===== src/design/pmm_pkg.sv =====
// constants and carrier types for the shared-pin network port block
// assumes one 25 MHz system clock; all pin timing is sampled on it
package pmm_pkg;

  localparam int unsigned CLK_HZ = 25_000_000;
  localparam int unsigned MDC_MAX_HZ = 2_500_000;
  // half period of the management clock, least time rounded up
  localparam logic [3:0] MDC_HALF_CYC =
    4'((CLK_HZ + 2 * MDC_MAX_HZ - 1) / (2 * MDC_MAX_HZ));

  // management frame: preamble, then 32 frame bits msb first
  localparam logic [5:0] MG_PRE_BITS = 6'h20;
  localparam logic [5:0] MG_LAST_BIT = 6'h3F;
  localparam logic [5:0] MG_TURN_BIT = 6'h2E;
  localparam logic [5:0] MG_CAP_BIT = 6'h30;

  localparam int unsigned FIFO_DEPTH = 8;

  // receive status word field positions
  localparam int unsigned ST_CRC_ERR = 0;
  localparam int unsigned ST_COLL = 1;
  localparam int unsigned ST_DRIBBLE = 2;
  localparam int unsigned ST_OVERFLOW = 3;

  localparam logic RST_LOW = 1'b0;

  typedef enum logic [1:0] {
    TAG_DATA = 2'b00,
    TAG_STATUS = 2'b01,
    TAG_SYMBOL = 2'b10
  } pmm_tag_e;

  typedef enum logic {
    MG_IDLE = 1'b0,
    MG_RUN = 1'b1
  } pmm_mg_state_e;

  typedef struct packed {
    pmm_tag_e tag;
    logic [7:0] payload;
  } pmm_rx_word_s;

  localparam int unsigned FIFO_WIDTH = $bits(pmm_rx_word_s);

  // pin inputs that cross into the clk domain together
  typedef struct packed {
    logic link;
    logic mdio;
    logic tclk;
    logic rx_err;
    logic dv;
    logic crs;
    logic clsn;
    logic [3:0] rxd;
    logic rclk;
  } pmm_pins_s;

endpackage


===== src/design/pmm_fifo.sv =====
// synchronous fifo, valid/ready on both sides
// assumes both sides on clk; no bypass, so one cycle write-to-read
`timescale 1ns/1ps
`default_nettype none
module pmm_fifo #(
  parameter int unsigned W = 10,
  parameter int unsigned D = 8
) (
  input wire logic clk,
  input wire logic rst_n,
  input wire logic wr_valid,
  output logic wr_ready,
  input wire logic [W-1:0] wr_data,
  output logic rd_valid,
  input wire logic rd_ready,
  output logic [W-1:0] rd_data
);
  localparam int unsigned AW = $clog2(D);

  logic [W-1:0] mem_ff [D];
  logic [AW:0] wp_ff;
  logic [AW:0] rp_ff;
  logic do_wr;
  logic do_rd;

  assign wr_ready = (wp_ff[AW-1:0] != rp_ff[AW-1:0]) || (wp_ff[AW] == rp_ff[AW]);
  assign rd_valid = wp_ff != rp_ff;
  assign rd_data = mem_ff[rp_ff[AW-1:0]];
  assign do_wr = wr_valid & wr_ready;
  assign do_rd = rd_valid & rd_ready;

  always_ff @(posedge clk) begin
    if (do_wr) begin
      mem_ff[wp_ff[AW-1:0]] <= wr_data;
    end
  end

  always_ff @(posedge clk) begin
    if (!rst_n) begin
      wp_ff <= '0;
      rp_ff <= '0;
    end else begin
      wp_ff <= wp_ff + (AW+1)'(do_wr);
      rp_ff <= rp_ff + (AW+1)'(do_rd);
    end
  end
endmodule // pmm_fifo
`default_nettype wire


===== src/design/pmm_port_mux.sv =====
// shared-pin network port: nibble mode / symbol mode, management clock and data
// assumes pins arrive asynchronous to clk; link clocks far slower than clk
//
// Contract
// - nibble mode when port select is 1 and symbol mode is 0, symbol mode when both are 1.
// - in nibble mode the shared collision pin is an input whose assertion means collision.
// - the sense pin means carrier sense in nibble mode and signal detect in symbol mode.
// - the block sources the management clock as reference for every management transfer.
// - the management data line is two-way, commands out and status back.
// - with a nibble-mode partner a high link status input means link pass.
// - in symbol mode the receive error pin drives speed select, 1 for 100 Mb/s, 0 for 10 Mb/s.
// - receive error during a nibble-mode packet sets the CRC error flag in its status word.
// - transmit enable flags transmission in nibble mode and is symbol bit four in symbol mode.
`timescale 1ns/1ps
`default_nettype none
module pmm_port_mux (
  input wire logic clk,
  input wire logic rst_n,
  input wire logic port_select_bit,
  input wire logic symbol_mode_bit,
  input wire logic rx_clk_pin,
  input wire logic [3:0] rxd_pin,
  input wire logic clsn_or_rxd4,
  input wire logic carrier_or_signal_detect,
  input wire logic receive_data_valid,
  input wire logic rx_error_or_speed_in,
  output logic rx_error_or_speed_out,
  output logic rx_error_or_speed_oe,
  input wire logic tx_clk_pin,
  output logic [3:0] txd_pin,
  output logic txen_or_txd4,
  output logic mdc,
  input wire logic mdio_in,
  output logic mdio_out,
  output logic mdio_oe,
  input wire logic link_status_pin,
  output logic collision,
  output logic carrier_sense,
  output logic signal_detect,
  output logic link_pass,
  output logic rx_valid,
  input wire logic rx_ready,
  output pmm_pkg::pmm_rx_word_s rx_word,
  input wire logic tx_valid,
  input wire logic [4:0] tx_symbol,
  output logic tx_ready,
  input wire logic mgmt_start,
  input wire logic mgmt_read,
  input wire logic [31:0] mgmt_word,
  output logic mgmt_busy,
  output logic mgmt_done,
  output logic [15:0] mgmt_rdata
);

  //////////////////////////////////////////////////////////////////////////////
  // pin synchronisers and mode decode

  pmm_pkg::pmm_pins_s pins_in;
  pmm_pkg::pmm_pins_s s1_ff;
  pmm_pkg::pmm_pins_s s2_ff;
  logic rclk_d_ff;
  logic tclk_d_ff;

  assign pins_in = '{link: link_status_pin, mdio: mdio_in, tclk: tx_clk_pin,
                     rx_err: rx_error_or_speed_in, dv: receive_data_valid,
                     crs: carrier_or_signal_detect, clsn: clsn_or_rxd4,
                     rxd: rxd_pin, rclk: rx_clk_pin};

  always_ff @(posedge clk) begin
    s1_ff <= pins_in;
    s2_ff <= s1_ff;
    rclk_d_ff <= s2_ff.rclk;
    tclk_d_ff <= s2_ff.tclk;
  end

  wire mii_mode = port_select_bit & ~symbol_mode_bit;
  wire sym_mode = port_select_bit & symbol_mode_bit;
  // sample mid-bit: partner launches on the rising edge
  wire rclk_fall = rclk_d_ff & ~s2_ff.rclk;
  wire tclk_fall = tclk_d_ff & ~s2_ff.tclk;

  //////////////////////////////////////////////////////////////////////////////
  // pin meaning per mode

  logic coll_ff;
  logic crs_ff;
  logic sd_ff;
  logic link_ff;
  logic spd_ff;
  logic spd_oe_ff;

  always_ff @(posedge clk) begin
    if (!rst_n) begin
      coll_ff <= pmm_pkg::RST_LOW;
      crs_ff <= pmm_pkg::RST_LOW;
      sd_ff <= pmm_pkg::RST_LOW;
      link_ff <= pmm_pkg::RST_LOW;
      spd_ff <= pmm_pkg::RST_LOW;
      spd_oe_ff <= pmm_pkg::RST_LOW;
    end else begin
      coll_ff <= mii_mode & s2_ff.clsn;
      crs_ff <= mii_mode & s2_ff.crs;
      sd_ff <= sym_mode & s2_ff.crs;
      link_ff <= mii_mode & s2_ff.link;
      spd_ff <= symbol_mode_bit & port_select_bit;
      spd_oe_ff <= symbol_mode_bit;
    end
  end

  assign collision = coll_ff;
  assign carrier_sense = crs_ff;
  assign signal_detect = sd_ff;
  assign link_pass = link_ff;
  assign rx_error_or_speed_out = spd_ff;
  assign rx_error_or_speed_oe = spd_oe_ff;

  //////////////////////////////////////////////////////////////////////////////
  // receive assembly into the fifo

  logic in_pkt_ff;
  logic nib_hi_ff;
  logic [3:0] lo_nib_ff;
  logic crc_err_ff;
  logic pkt_coll_ff;
  logic ovf_ff;
  logic pend_ff;
  logic [7:0] stat_ff;
  logic fifo_wr_ready;
  pmm_pkg::pmm_rx_word_s fifo_in;

  wire mii_smp = rclk_fall & mii_mode;
  wire sym_smp = rclk_fall & sym_mode & s2_ff.crs;
  wire byte_push = mii_smp & s2_ff.dv & nib_hi_ff;
  wire pkt_end = mii_smp & in_pkt_ff & ~s2_ff.dv;
  wire data_push = byte_push | sym_smp;
  // a pending status word owns the write port; colliding data is dropped
  wire data_lost = data_push & (pend_ff | ~fifo_wr_ready);
  wire fifo_wr_valid = pend_ff | data_push;
  wire [7:0] sym_byte = {3'h0, s2_ff.clsn, s2_ff.rxd};
  wire [7:0] nxt_stat = {4'h0, ovf_ff | data_lost, nib_hi_ff, pkt_coll_ff, crc_err_ff};

  assign fifo_in.tag = pend_ff ? pmm_pkg::TAG_STATUS :
                       (sym_smp ? pmm_pkg::TAG_SYMBOL : pmm_pkg::TAG_DATA);
  assign fifo_in.payload = pend_ff ? stat_ff :
                           (sym_smp ? sym_byte : {s2_ff.rxd, lo_nib_ff});

  always_ff @(posedge clk) begin
    if (!rst_n || !mii_mode) begin
      in_pkt_ff <= pmm_pkg::RST_LOW;
      nib_hi_ff <= pmm_pkg::RST_LOW;
      crc_err_ff <= pmm_pkg::RST_LOW;
      pkt_coll_ff <= pmm_pkg::RST_LOW;
    end else if (mii_smp) begin
      in_pkt_ff <= s2_ff.dv;
      nib_hi_ff <= s2_ff.dv & ~nib_hi_ff;
      crc_err_ff <= s2_ff.dv & (crc_err_ff | s2_ff.rx_err);
      pkt_coll_ff <= s2_ff.dv & (pkt_coll_ff | s2_ff.clsn);
    end
  end

  always_ff @(posedge clk) begin
    if (mii_smp & ~nib_hi_ff) begin
      lo_nib_ff <= s2_ff.rxd;
    end
  end

  always_ff @(posedge clk) begin
    if (!rst_n) begin
      ovf_ff <= pmm_pkg::RST_LOW;
      pend_ff <= pmm_pkg::RST_LOW;
      stat_ff <= 8'h00;
    end else begin
      ovf_ff <= ~pkt_end & ~(mii_smp & ~in_pkt_ff) & (ovf_ff | data_lost);
      if (pkt_end) begin
        pend_ff <= 1'b1;
        stat_ff <= nxt_stat;
      end else if (fifo_wr_ready) begin
        pend_ff <= 1'b0;
      end
    end
  end

  pmm_fifo #(
    .W(pmm_pkg::FIFO_WIDTH),
    .D(pmm_pkg::FIFO_DEPTH)
  ) u_rx_fifo (
    .clk(clk),
    .rst_n(rst_n),
    .wr_valid(fifo_wr_valid),
    .wr_ready(fifo_wr_ready),
    .wr_data(fifo_in),
    .rd_valid(rx_valid),
    .rd_ready(rx_ready),
    .rd_data(rx_word)
  );

  //////////////////////////////////////////////////////////////////////////////
  // transmit: launch on falling edge so the partner's rising edge sees stable data

  logic [3:0] txd_ff;
  logic txen_ff;

  wire tx_take = tclk_fall & tx_valid & (mii_mode | sym_mode);
  assign tx_ready = tx_take;

  always_ff @(posedge clk) begin
    if (!rst_n) begin
      txd_ff <= 4'h0;
      txen_ff <= pmm_pkg::RST_LOW;
    end else if (tclk_fall) begin
      txd_ff <= tx_take ? tx_symbol[3:0] : 4'h0;
      txen_ff <= tx_take & (mii_mode | tx_symbol[4]);
    end
  end

  assign txd_pin = txd_ff;
  assign txen_or_txd4 = txen_ff;

  //////////////////////////////////////////////////////////////////////////////
  // management clock and data engine

  pmm_pkg::pmm_mg_state_e mg_st_ff;
  logic [3:0] div_ff;
  logic mdc_ff;
  logic [5:0] cnt_ff;
  logic [31:0] sh_ff;
  logic rd_ff;
  logic mdo_ff;
  logic mdoe_ff;
  logic done_ff;
  logic [15:0] rdata_ff;

  wire mg_run = mg_st_ff == pmm_pkg::MG_RUN;
  wire tick = mg_run & (div_ff == pmm_pkg::MDC_HALF_CYC - 4'h1);
  wire rise = tick & ~mdc_ff;
  wire fall = tick & mdc_ff;
  wire last = cnt_ff == pmm_pkg::MG_LAST_BIT;
  wire in_frame = cnt_ff >= pmm_pkg::MG_PRE_BITS;
  wire [5:0] nxt_cnt = cnt_ff + 6'h01;
  wire nxt_bit = (nxt_cnt < pmm_pkg::MG_PRE_BITS) | (in_frame ? sh_ff[30] : sh_ff[31]);
  // reads release the line from the turnaround on
  wire nxt_oe = ~(rd_ff & (nxt_cnt >= pmm_pkg::MG_TURN_BIT));

  always_ff @(posedge clk) begin
    if (!rst_n) begin
      mg_st_ff <= pmm_pkg::MG_IDLE;
      div_ff <= 4'h0;
      mdc_ff <= pmm_pkg::RST_LOW;
      cnt_ff <= 6'h00;
      mdo_ff <= pmm_pkg::RST_LOW;
      mdoe_ff <= pmm_pkg::RST_LOW;
      done_ff <= pmm_pkg::RST_LOW;
    end else begin
      done_ff <= fall & last;
      div_ff <= tick | ~mg_run ? 4'h0 : div_ff + 4'h1;
      unique case (mg_st_ff)
        pmm_pkg::MG_IDLE: begin
          if (mgmt_start) begin
            mg_st_ff <= pmm_pkg::MG_RUN;
            cnt_ff <= 6'h00;
            mdo_ff <= 1'b1;
            mdoe_ff <= 1'b1;
          end
        end
        pmm_pkg::MG_RUN: begin
          if (tick) begin
            mdc_ff <= ~mdc_ff;
          end
          if (fall & last) begin
            mg_st_ff <= pmm_pkg::MG_IDLE;
            mdoe_ff <= 1'b0;
          end else if (fall) begin
            cnt_ff <= nxt_cnt;
            mdo_ff <= nxt_bit;
            mdoe_ff <= nxt_oe;
          end
        end
      endcase
    end
  end

  always_ff @(posedge clk) begin
    if (!mg_run & mgmt_start) begin
      sh_ff <= mgmt_word;
      rd_ff <= mgmt_read;
    end else if (fall & in_frame) begin
      sh_ff <= {sh_ff[30:0], 1'b0};
    end
  end

  always_ff @(posedge clk) begin
    if (!rst_n) begin
      rdata_ff <= 16'h0000;
    end else if (rise & rd_ff & (cnt_ff >= pmm_pkg::MG_CAP_BIT)) begin
      rdata_ff <= {rdata_ff[14:0], s2_ff.mdio};
    end
  end

  assign mdc = mdc_ff;
  assign mdio_out = mdo_ff;
  assign mdio_oe = mdoe_ff;
  assign mgmt_busy = mg_run;
  assign mgmt_done = done_ff;
  assign mgmt_rdata = rdata_ff;
endmodule // pmm_port_mux
`default_nettype wire


===== config.mk =====
export PLATFORM = sky130hd
export DESIGN_NAME = pmm_port_mux
export DESIGN_NICKNAME = d
export VERILOG_FILES = /design/src/design/pmm_pkg.sv /design/src/design/pmm_fifo.sv /design/src/design/pmm_port_mux.sv
export SDC_FILE = /design/constraint.sdc
export NUM_CORES = 1
export LEC_CHECK = 0
export BUFFER_PORTS_ARGS = -buffer_cell sky130_fd_sc_hd__buf_2
export CAP_MARGIN = 20
export CORE_ASPECT_RATIO = 1.75
export CORE_MARGIN = 3
export CORE_UTILIZATION = 38
export CTS_BUF_LIST = sky130_fd_sc_hd__clkbuf_2
export DETAILED_ROUTE_END_ITERATION = 8
export PLACE_DENSITY = 0.67
export SLEW_MARGIN = 20
export SYNTH_ARGS = -nofsm -noshare
export SYNTH_HDL_FRONTEND = slang
export SYNTH_SLANG_ARGS = --single-unit

===== constraint.sdc =====
create_clock -name clk -period 6.6 [get_ports clk]
set_input_delay 0.66 -clock clk [delete_from_list [all_inputs] [get_ports clk]]
set_output_delay 0.66 -clock clk [all_outputs]
set_load 0.005 [all_outputs]

* Word-level counts from Yosys, hierarchy flattened *
Memory sizes are Yosys's and may differ from the RTL's. A register that Yosys moved wholly into a read port is not among the register bits.
Index checks and enable logic that the tools add are counted.

word-level totals
  logic and storage cells = 164
  output and inout bits = 44
  bits in latches = 0
  input port bits = 57
  memories = 1
  bits in writable memories = 80
  bits in registers = 123
  ROM bits = 0

memory list
  name              words  width  read ports  clocked after memory_dff  write ports  line            RTL
  u_rx_fifo.mem_ff  8      10     1           1                         1            pmm_fifo.sv:20  logic [W-1:0] mem_ff [D];

cells by class
  reduce and logical (&&, ||, !) cells = 11
  multiplexer cells = 27
  equal/unequal tests = 9
  divide/modulo/power cells = 0
  order comparisons = 4
  add/subtract/negate cells = 4
  $mul = 0
  bitwise logic cells = 60
  shifts and indexed selects = 0

operators with widths
  operator                                                   number
  two-way mux 32 bit                                         2
  bitwise AND 1 bit                                          37
  greater-or-equal comparator 6 bit (second input constant)  3
  two-way mux 6 bit                                          3
  two-way mux 8 bit                                          2
  inverter 1 bit                                             13
  two-way mux 1 bit                                          12
  one-hot mux 6 bit (2 select lines)                         1
  OR 1 bit                                                   10
  adder 4 x 1 -> 4 bit                                       2
  adder 6 x 1 -> 6 bit (second input constant)               1
  == test 6 bit (second input constant)                      1
  < comparator 6 bit (second input constant)                 1
  one-hot mux 1 bit (2 select lines)                         3
  adder 4 x 1 -> 4 bit (second input constant)               1
  == test 4 x 3 -> 1 bit (second input constant)             1
  two-way mux 2 bit                                          2
  two-way mux 4 bit                                          1
  inequality test 2 bit (second input constant)              2
  inequality test 4 bit                                      1
  AND reduction 2 bit                                        2
  nonzero test 2 bit                                         2
  zero test 1 bit                                            3
  two-way mux 3 bit                                          1
  other kinds (7)                                            8

* Longest topological paths before layout *
Gate-level depths: netlist of the first run.

  depth after elaboration = 10
  gate-level depth with buffers = 9
  depth with buffers taken out = 8

* By module *
From an unflattened synthesis of the first run, not the netlist that was laid out.

second synthesis, totals
  cell total of the unflattened synthesis = 572
  area total of the unflattened synthesis = 7,754.9 um^2

by module, submodules not included
  module        cells an instance  area an instance (um^2)  seq. area each (um^2)  instances
  pmm_port_mux  409                4,277.9                  2,672.6                1
  pmm_fifo      163                3,477.1                  2,562.5                1

* Least setup slack after synthesis of the first run *
No wires, ideal clock.

  kind = input to register
  start point = in symbol_mode_bit
  end point = mem u_rx_fifo.mem_ff[1][0], enable pin
  library setup time = 390 ps
  data required time = 6,210 ps
  stages = 5
  setup slack = 3,893 ps
  buffers on the path = 1
  arrival time = 2,317 ps
  path through = nor4bb_1 clkbuf_2 nand3_1 a211o_1 nor3_1

between the ends
  word-level cells in the longest chain between the ends = 10
  elaborated cells between the ends (all ways) = 13
  those cells by class = mux (2); bitwise (11)

ends and longest elaborated chain
  item                                       line                 RTL
  from (decl)                                pmm_port_mux.sv:20   input wire logic symbol_mode_bit,
  inverter 1 bit                             pmm_port_mux.sv:76   wire mii_mode = port_select_bit & ~symbol_mode_bit;
  bitwise AND 1 bit                          pmm_port_mux.sv:76
  bitwise AND 1 bit                          pmm_port_mux.sv:131  wire mii_smp = rclk_fall & mii_mode;
  bitwise AND 1 bit (2 in series)            pmm_port_mux.sv:133  wire byte_push = mii_smp & s2_ff.dv & nib_hi_ff;
  OR 1 bit *                                 pmm_port_mux.sv:135  wire data_push = byte_push | sym_smp;
  OR 1 bit *                                 pmm_port_mux.sv:138  wire fifo_wr_valid = pend_ff | data_push;
  bitwise AND 1 bit *                        pmm_fifo.sv:29       assign do_wr = wr_valid & wr_ready;
  two-way mux 1 bit *                        pmm_fifo.sv:33       if (do_wr) begin
  two-way mux 1 bit (implied by the code) *  pmm_fifo.sv:34       mem_ff[wp_ff[AW-1:0]] <= wr_data;
  to (decl)                                  pmm_fifo.sv:20

Every way passes the cells marked *; elsewhere a longest branch is shown, timed or not.

==> results.sh, run 1 <==
export IMPL_grt_pass1_wl_mm=25.93
export IMPL_power_mw=2.307
export IMPL_p_per_area_nw_per_um2=255.2
export IMPL_syn2layout_area_growth_pct=17.31
export IMPL_first_pass_iters=5
export IMPL_routabilityCongestion=0.8538
export IMPL_layout_cells_non_filler=942
export IMPL_via_count=4650
export IMPL_wl_met1_mm=5.829
export IMPL_dp_slack_ns=3.150
export IMPL_drcViolationCount=0
export IMPL_path_delay_family="flip-flops"
export IMPL_worstSetupPathType="reg2out"
export IMPL_cts_buffer_depth=3
export IMPL_start_util=0.3887
export IMPL_syn_nets=580
export IMPL_synth_area_top_cells="edfxtp_1 46%, dfxtp_1 22%, mux2_2 6.0%"
export IMPL_synth_area_mux_share=0.1534
export IMPL_synthXorXnorAreaFrac=0.01250
export IMPL_status="finished, final reports clean"
export IMPL_slew_headroom=0.2942
export IMPL_antenna_found_initial=1
export IMPL_die_x_um=113.7
export IMPL_clock_skew_ns=0.03740
export IMPL_p_leak_nw=3.444
export IMPL_wl_met3_um=831
export IMPL_fin_crit_sh=0.4990
export IMPL_synth_most_common_cell="edfxtp_1"
export IMPL_post_cts_resized=0
export IMPL_dieArea_um2=22090
export IMPL_synth_top_area_cell="edfxtp_1"
export IMPL_wirelength_mm=15.98
export IMPL_synth_top_area_frac=0.4559
export IMPL_highest_signal_layer="met4"
export IMPL_ir_worst_vdd_mv=0.1661
export IMPL_synth_warnings=0
export IMPL_pin_count=101
export IMPL_io_buffers=100
export IMPL_rows=68
export IMPL_antenna_left=0
export IMPL_cap_violations=0
export IMPL_avgRoutedWirePerCell_um=16.97
export IMPL_cp_start_kind="flop"
export IMPL_hold_class="in2reg"
export IMPL_timing_fmax_ghz=0.3037
export IMPL_syn_inst=515
export IMPL_grt_max_degree=40
export IMPL_hpwl_mm=11.38
export IMPL_maxSlewViolCount=0
export IMPL_critical_path_arrival_ns=2.63
export IMPL_post_cts_buffers=0
export IMPL_clock_sinks=203
export IMPL_hold_viol_final=0
export IMPL_slowest_delay_ns=1.03
export IMPL_ys_types=53
export IMPL_yosys_top_cells_count="117 x edfxtp_1, 86 x dfxtp_1, 52 x nor2_1, 41 x mux2_2, 27 x mux2i_1"
export IMPL_post_route_util=0.4560
export IMPL_grtUsageTotal=0.1472
export IMPL_final_setup_worst_slack_ns=3.307
export IMPL_timing_critical_path_fanout_max=23
export IMPL_crit_chain="mux4_2 > mux2_2 > buf_2"
export IMPL_cts_tree="built"
export IMPL_synthArstFlopShare=0
export IMPL_layout_drive_gt1_share=0.3520
export IMPL_final_nets=725
export IMPL_synth_top_family_by_area="multiplexers"
export IMPL_drtIter0Drc=189
export IMPL_clock_latency_ns=0.72
export IMPL_avgSynthCellArea_um2=14.96
export IMPL_syn_area_um2=7706
export IMPL_crit_buf_inv=1
export IMPL_htree_levels=2
export IMPL_synth_flop_cell="edfxtp_1"
export IMPL_end_kind="output pin"
export IMPL_clk_pin_slew_worst_paths_ns=0.11
export IMPL_yosysSeqAreaShare=0.6793
export IMPL_synth_edff_count=117
export IMPL_synth_compound_area_share=0.03637
export IMPL_grt_pass1_vias=5065
export IMPL_yosys_area_share_simple=0.08540
export IMPL_layout_min_cycle_time_ns=3.293
export IMPL_synth_seq_cells=203
export IMPL_tns_ns=0
export IMPL_crit_slowest_cell="dfxtp_1"
export IMPL_numCtsBuffers=45
export IMPL_finalSetupViolCount=0
export IMPL_crit_required_ns=5.94
export IMPL_core_area_um2=19820
export IMPL_rsz0062_at_grt="false"
export IMPL_via_per_inst=4.936
export IMPL_tightestPinTransition_ns=1.057
export IMPL_wl_met2_mm=8.898
export IMPL_synth_fa_ha_area_frac=0.01299
export IMPL_cts_root_buf="clkbuf_2"
export IMPL_dp_cells=846
export IMPL_overflow=0
export IMPL_fp_dieH_um=194.4
==> state kept, by name, summed over array words and instances (netlist names), 4 cells and up <==
signal	count
u_rx_fifo.mem_ff	80
stat_ff	4
s2_ff	12
u_rx_fifo.wp_ff	4
txd_pin	4
cnt_ff	6
s1_ff	12
sh_ff	32
lo_nib_ff	4
mgmt_rdata	16
div_ff	4
u_rx_fifo.rp_ff	4
==> kinds of logic after synthesis <==
group                      count (synthesis)
DFF                                      203
buffers and inverters                     35
xor gates and xnor gates                  11
muxes                                     88
and+or+nand+nor                          128
adders and majority gates                  8
AOI/OAI and AO/OA                         42
==> layout make-up <==
type                            count  area [um^2]
Multi-Input combinational cell    277         2320
Tap cell                          245        306.5
Inverter                           14        52.55
Sequential cell                   203         5235
Timing Repair Buffer              119        673.1
Clock buffer                       61        305.3
Clock inverter                     22        145.1
Fill cell                        1790        10780
Antenna cell                        1        2.502
==> final timing paths <==
check	cells past startpoint	from	end	slack [ns]
max	3	u_rx_fifo.rp_ff[1]	rx_word[4]	3.31
max reg2reg	4	rclk_d_ff	u_rx_fifo.mem_ff[4][8]	3.66
min	1	mgmt_read	rd_ff	0.15
min reg2reg	0	s1_ff[3]	s2_ff[3]	0.32
==> where the power goes <==
part	internal [mW]	switching, mW
clock network	0.336	0.471
registers	1.37	0.0146
logic	0.0583	0.0565
total	1.76	0.542
==> per-stage QoR <==
| step | instance area (um^2) | hold slack (ns) |
|---|---|---|
| final | 9040 | 0.1519 |
| after detailed placement | 8467 | 0.3121 |
| after CTS | 8957 | 0.0002323 |
| after floorplan | 7706 | 0.3096 |
| after global placement | 8467 | 0.3124 |
| after global routing | 9040 | 0.04639 |
==> placed cells by master, fill, tap and decap left out, types with 2 or more instances in the layout <==
| cell | Yosys | layout |
|---|---|---|
| mux4_2 | 20 | 20 |
| clkinv_1 | 0 | 11 |
| bufinv_16 | 0 | 2 |
| a22oi_1 | 5 | 5 |
| and2_1 | 13 | 13 |
| buf_4 | 1 | 7 |
| mux2_2 | 41 | 41 |
| nand2b_1 | 3 | 3 |
| nand2_1 | 18 | 18 |
| dlygate4sd3_1 | 0 | 12 |
| mux2i_1 | 27 | 27 |
| inv_1 | 14 | 14 |
| o21ai_0 | 8 | 5 |
| dfxtp_1 | 86 | 86 |
| xor2_1 | 6 | 6 |
| a211o_1 | 3 | 3 |
| edfxtp_1 | 117 | 117 |
| nor3_1 | 6 | 6 |
| nor2b_1 | 3 | 2 |
| nor2_1 | 52 | 52 |
| buf_2 | 5 | 100 |
| nand3b_1 | 2 | 2 |
| o31ai_1 | 2 | 2 |
| nand3_1 | 12 | 12 |
| clkinv_2 | 0 | 8 |
| a21oi_1 | 11 | 11 |
| ha_1 | 8 | 8 |
| clkbuf_2 | 1 | 61 |
| nor4_1 | 3 | 3 |
| or4_1 | 2 | 2 |
| xnor2_1 | 5 | 5 |
| and3_1 | 3 | 3 |
| nand4_1 | 3 | 3 |
| o21ai_1 | 0 | 3 |
==> layer usage <==
metal	vias up	track usage
met4	0	0.05570
met3	32	0.03801
met2	155	0.2761
met1	2234	0.1535
li1	2229	-
met5	-	0
==> what timing repair did <==
item | 4_1_cts | 5_1_grt
setup endpoints to repair | 0 | 0
hold endpoints to repair | 4 | 8
hold buffers | 4 | 8
Power figures use the tool's default switching activity.
==> run 2, diff against run 1 <==
--- a/config.mk
+++ b/config.mk
@@ -12,7 +12,7 @@
 export CORE_UTILIZATION = 38
 export CTS_BUF_LIST = sky130_fd_sc_hd__clkbuf_2
 export DETAILED_ROUTE_END_ITERATION = 8
-export PLACE_DENSITY = 0.67
+export PLACE_DENSITY = 0.7
 export SLEW_MARGIN = 20
 export SYNTH_ARGS = -nofsm -noshare
 export SYNTH_HDL_FRONTEND = slang
==> constraint.sdc (replaced) <==
create_clock -name clk -period 3 [get_ports clk]
set_input_delay 0.3 -clock clk [delete_from_list [all_inputs] [get_ports clk]]
set_output_delay 0.3 -clock clk [all_outputs]
set_load 0.005 [all_outputs]
==> run 2 against run 1 <==
Compared with the run above:
- total power is 130% higher
- sequential share of layout area is 3.4 points lower
- non-clock buffer count is 56 higher
- cell count is 6.1% higher
- sequential power is 120% higher
- flip-flop and latch count stayed put
- register-to-register slack worse by 2.9 ns
- design area is 6.2% higher
- largest power group unchanged
- highest routed layer unchanged
==> results.sh, run 2 (synthesis gave the netlist of run 1 again) <==
export IMPL_status="finished, final reports clean"
export IMPL_layout_min_cycle_time_ns=2.747
export IMPL_cap_violations=0
export IMPL_drcViolationCount=0
export IMPL_dieArea_um2=22090
export IMPL_timing_critical_path_fanout_max=21
export IMPL_antenna_found_initial=1
export IMPL_first_pass_iters=6
export IMPL_path_delay_family="multiplexers"
export IMPL_numCtsBuffers=45
export IMPL_antenna_left=0
export IMPL_crit_slowest_cell="mux4_2"
export IMPL_syn2layout_area_growth_pct=24.63
export IMPL_grt_pass1_vias=5506
export IMPL_slew_headroom=0.4693
export IMPL_crit_buf_inv=2
export IMPL_fin_crit_sh=0.9156
export IMPL_seqCellArea_um2=5235
export IMPL_cts_buffer_depth=3
export IMPL_grt_pass1_wl_mm=27.54
export IMPL_via_count=4935
export IMPL_final_common_cell="edfxtp_1"
export IMPL_post_cts_buffers=0
export IMPL_tightestPinTransition_ns=0.7877
export IMPL_post_route_util=0.4845
export IMPL_clock_skew_ns=0.02894
export IMPL_slowest_delay_ns=0.56
export IMPL_crit_chain="buf_4 > mux4_2 > mux2_2 > buf_2"
export IMPL_start_util=0.3887
export IMPL_dp_cells=858
export IMPL_cts_tree="built"
export IMPL_pin_count=101
export IMPL_cts_hold_buf=56
export IMPL_p_leak_nw=3.704
export IMPL_final_setup_worst_slack_ns=0.2532
export IMPL_final_nets=781
export IMPL_clock_sinks=203
export IMPL_hold_viol_final=0
export IMPL_ir_worst_vdd_mv=0.2942
export IMPL_fp_dieH_um=194.4
export IMPL_clk_pin_slew_worst_paths_ns=0.12
export IMPL_timing_fmax_ghz=0.3641
export IMPL_rsz0062_at_grt="false"
export IMPL_hold_class="in2reg"
export IMPL_place_area_um2=8564
export IMPL_htree_levels=2
export IMPL_cts_root_buf="clkbuf_2"
export IMPL_stdcell_area_um2=9604
export IMPL_rows=68
export IMPL_via_per_inst=4.940
export IMPL_critical_path_arrival_ns=2.45
export IMPL_grt_max_degree=33
export IMPL_power_mw=5.230
export IMPL_dp_slack_ns=0.7545
export IMPL_p_per_area_nw_per_um2=544.5
export IMPL_die_x_um=113.7
export IMPL_drtIter0Drc=216
export IMPL_layout_cells_non_filler=999
export IMPL_clock_latency_ns=0.74
export IMPL_post_cts_resized=0
export IMPL_wirelength_mm=16.65
export IMPL_worstSetupPathType="reg2out"
export IMPL_cp_start_kind="flop"
export IMPL_largest_reg_flops=80
export IMPL_worst_hold_slack_ns=0.1480
export IMPL_tns_ns=0
export IMPL_finalSetupViolCount=0
export IMPL_avgRoutedWirePerCell_um=16.66
export IMPL_overflow=0
export IMPL_multi_input_area_um2=2320
export IMPL_crit_required_ns=2.70
export IMPL_core_area_um2=19820
export IMPL_routabilityCongestion=0.8907
export IMPL_final_cell_mix="117 x edfxtp_1, 100 x buf_2, 86 x dfxtp_1, 58 x clkbuf_2, 56 x dlygate4sd3_1"
export IMPL_grtUsageTotal=0.1541
export IMPL_nFillCells=1743
export IMPL_layout_drive_gt1_share=0.3386
export IMPL_end_kind="output pin"
export IMPL_maxSlewViolCount=0
export IMPL_hpwl_mm=11.19
export IMPL_io_buffers=100
-- run 2: cell type report --
class                   count  share of cell area
multi-input cells         277              0.2415
clock inverters            26             0.01941
repair buffers            175              0.1261
well taps                 245             0.03192
diodes                      1           0.0002606
flip-flops and latches    203              0.5451
inverters                  14            0.005472
clock buffers              58             0.03022
-- run 2: worst paths after layout --
check                           slack, ns  cells past startpoint                endpoint                from
worst max-delay path                 0.25                      4              rx_word[1]  u_rx_fifo.rp_ff[0]
worst min-delay path                 0.15                      4                 mdio_oe          mgmt_start
worst max register to register       0.75                      6  u_rx_fifo.mem_ff[1][2]           rclk_d_ff
worst min register to register       0.33                      0                s2_ff[5]            s1_ff[5]
-- run 2: worst min-delay path, delay by kind of cell --
family / cells / cell delay (ns)
buf+inv: 1 / 0.10
simple gates: 1 / 0.20
compound gates: 2 / 0.22
-- run 2: routing by layer --
metal | GRT usage | vias up | routed length, um
met4 | 0.07041 | 0 | 551
met5 | 0 | - | 0
li1 | - | 2342 | -
met3 | 0.03801 | 45 | 902
met1 | 0.1510 | 2393 | 5777
met2 | 0.2944 | 155 | 9415
-- run 2: power breakdown --
part	internal, mW	switching, mW	leakage (nW)
clock network	0.807	1.08	0.341
logic	0.168	0.133	1.58
registers	3.01	0.0306	1.78
total	3.99	1.24	3.70
==> run 3, diff against run 2 <==
--- a/config.mk
+++ b/config.mk
@@ -12,7 +12,7 @@
 export CORE_UTILIZATION = 38
 export CTS_BUF_LIST = sky130_fd_sc_hd__clkbuf_2
 export DETAILED_ROUTE_END_ITERATION = 8
-export PLACE_DENSITY = 0.7
+export PLACE_DENSITY = 0.67
 export SLEW_MARGIN = 20
 export SYNTH_ARGS = -nofsm -noshare
 export SYNTH_HDL_FRONTEND = slang
==> constraint.sdc (replaced) <==
create_clock -name clk -period 2.65 [get_ports clk]
set_input_delay 0.265 -clock clk [delete_from_list [all_inputs] [get_ports clk]]
set_output_delay 0.265 -clock clk [all_outputs]
set_load 0.005 [all_outputs]
==> run 3 against run 2 <==
Compared with the run above:
- clock power grew 9%
- largest cell class unchanged
- combinational power is 16% higher
- design area is 0.91% higher
- global-route usage fell by 0.56 points
- count of clock-buffer cells in the layout grew 5
- setup slack worse by 0.062 ns
- core utilization up 0.44 points
- non-clock buffer count up 9
==> results.sh, run 3 (synthesis gave the netlist of run 1 again) <==
export IMPL_status="finished, final reports clean"
export IMPL_grt_pass1_wl_mm=26.55
export IMPL_ir_worst_vdd_mv=0.4247
export IMPL_hpwl_mm=10.82
export IMPL_pin_count=101
export IMPL_routabilityCongestion=0.8799
export IMPL_final_nets=790
export IMPL_wl_met3_um=808
export IMPL_dieArea_um2=22090
export IMPL_crit_required_ns=2.38
export IMPL_maxSlewViolCount=0
export IMPL_layout_min_cycle_time_ns=2.459
export IMPL_tightestPinTransition_ns=0.9697
export IMPL_layout_drive_gt1_share=0.3451
export IMPL_overflow=0
export IMPL_cap_violations=0
export IMPL_via_per_inst=4.925
export IMPL_timing_fmax_ghz=0.4067
export IMPL_grt_max_degree=33
export IMPL_worstSetupPathType="reg2out"
export IMPL_wirelength_mm=15.96
export IMPL_end_kind="output pin"
export IMPL_grt_pass1_vias=5415
export IMPL_drtIter0Drc=194
export IMPL_antenna_left=0
export IMPL_post_route_util=0.4889
export IMPL_numCtsBuffers=45
export IMPL_grtUsageTotal=0.1484
export IMPL_cts_buffer_depth=3
export IMPL_fp_dieH_um=194.4
export IMPL_cts_tree="built"
export IMPL_largest_reg_flops=80
export IMPL_start_util=0.3887
export IMPL_post_cts_buffers=0
export IMPL_clk_pin_slew_worst_paths_ns=0.13
export IMPL_fin_crit_sh=0.9279
export IMPL_hold_class="in2reg"
export IMPL_hold_viol_final=0
export IMPL_final_common_cell="edfxtp_1"
export IMPL_die_x_um=113.7
export IMPL_io_buffers=100
export IMPL_core_area_um2=19820
export IMPL_p_per_area_nw_per_um2=602.8
export IMPL_rows=68
export IMPL_wl_met1_mm=6.009
export IMPL_finalSetupViolCount=0
export IMPL_cts_root_buf="clkbuf_2"
export IMPL_first_pass_iters=4
export IMPL_critical_path_arrival_ns=2.19
export IMPL_avgRoutedWirePerCell_um=15.83
export IMPL_wl_met2_mm=8.624
export IMPL_htree_levels=2
export IMPL_place_area_um2=8587
export IMPL_final_cell_mix="117 x edfxtp_1, 100 x buf_2, 85 x dfxtp_1, 63 x clkbuf_2, 60 x dlygate4sd3_1"
export IMPL_highest_signal_layer="met4"
export IMPL_drcViolationCount=0
export IMPL_clock_latency_ns=0.76
export IMPL_syn2layout_area_growth_pct=25.77
export IMPL_cp_start_kind="flop"
export IMPL_clock_sinks=203
export IMPL_clock_skew_ns=0.08071
export IMPL_tns_ns=0
export IMPL_rsz0062_at_grt="false"
export IMPL_via_count=4964
export IMPL_slew_headroom=0.3529
export IMPL_p_leak_nw=3.730
export IMPL_antenna_found_initial=1
export IMPL_stdcell_area_um2=9692
export IMPL_timing_critical_path_fanout_max=11
==> run 3: changes by cell type in the layout (fill, tap and decap cells not counted), sizes merged <==
| cell | delta |
|---|---|
| clkinv | -4 |
| dlygate4sd3 | +4 |
| buf | +5 |
| bufinv | -1 |
| clkbuf | +5 |
| clkinvlp | +1 |
| inv | -1 |
==> run 3: report_power, final <==
| group | switching [mW] | internal (mW) |
|---|---|---|
| registers | 0.0364 | 3.41 |
| logic | 0.150 | 0.200 |
| clock network | 1.19 | 0.852 |
==> run 3: worst paths after layout <==
| check | from | to | slack [ns] | depth (start not counted) |
|---|---|---|---|---|
| max | u_rx_fifo.rp_ff[0] | rx_word[9] | 0.19 | 4 |
| min | carrier_or_signal_detect | s1_ff[6] | 0.15 | 2 |
| max reg2reg | u_rx_fifo.wp_ff[2] | u_rx_fifo.mem_ff[2][9] | 0.62 | 5 |
| min reg2reg | s1_ff[2] | s2_ff[2] | 0.30 | 0 |
==> run 3: stage by stage <==
step	hold WS, ns	std cells	total power, mW	worst slack (ns)
floorplan	0.2927	515	3.679	0.3107
global route	0.09280	1008	6.105	0.02600
detailed placement	0.3139	862	3.798	0.5042
CTS	0.06097	1007	5.940	0.06974
finish	0.1498	1008	5.842	0.1911
global placement	0.3125	862	3.787	0.5618
==> run 3: final cells by class <==
type / count / area, um^2
sequential: 203 / 5239
timing repair buffer: 184 / 1314
antenna: 1 / 2.502
inverter: 14 / 52.55
tap: 245 / 306.5
fill: 1704 / 10130
clock inverter: 21 / 142.6
multi-input combinational: 277 / 2320
clock buffer: 63 / 315.3
==> run 3: what timing repair did <==
item                       4_1_cts  5_1_grt
hold buffers                    60        0
hold endpoints to repair        71        0
setup endpoints to repair       10        0
resized for setup                6        0
==> run 3: critical path, cell delays in order, from the launching register on <==
cell	delay (ns)
dfxtp_4	0.42
buf_12	0.17
mux4_2	0.51
mux2_2	0.27
buf_2	0.13
==> run 3: layer usage <==
metal,up-vias,track usage
li1,2363,-
met1,2398,0.1602
met2,158,0.2675
met3,45,0.03583
met4,0,0.06996
met5,-,0
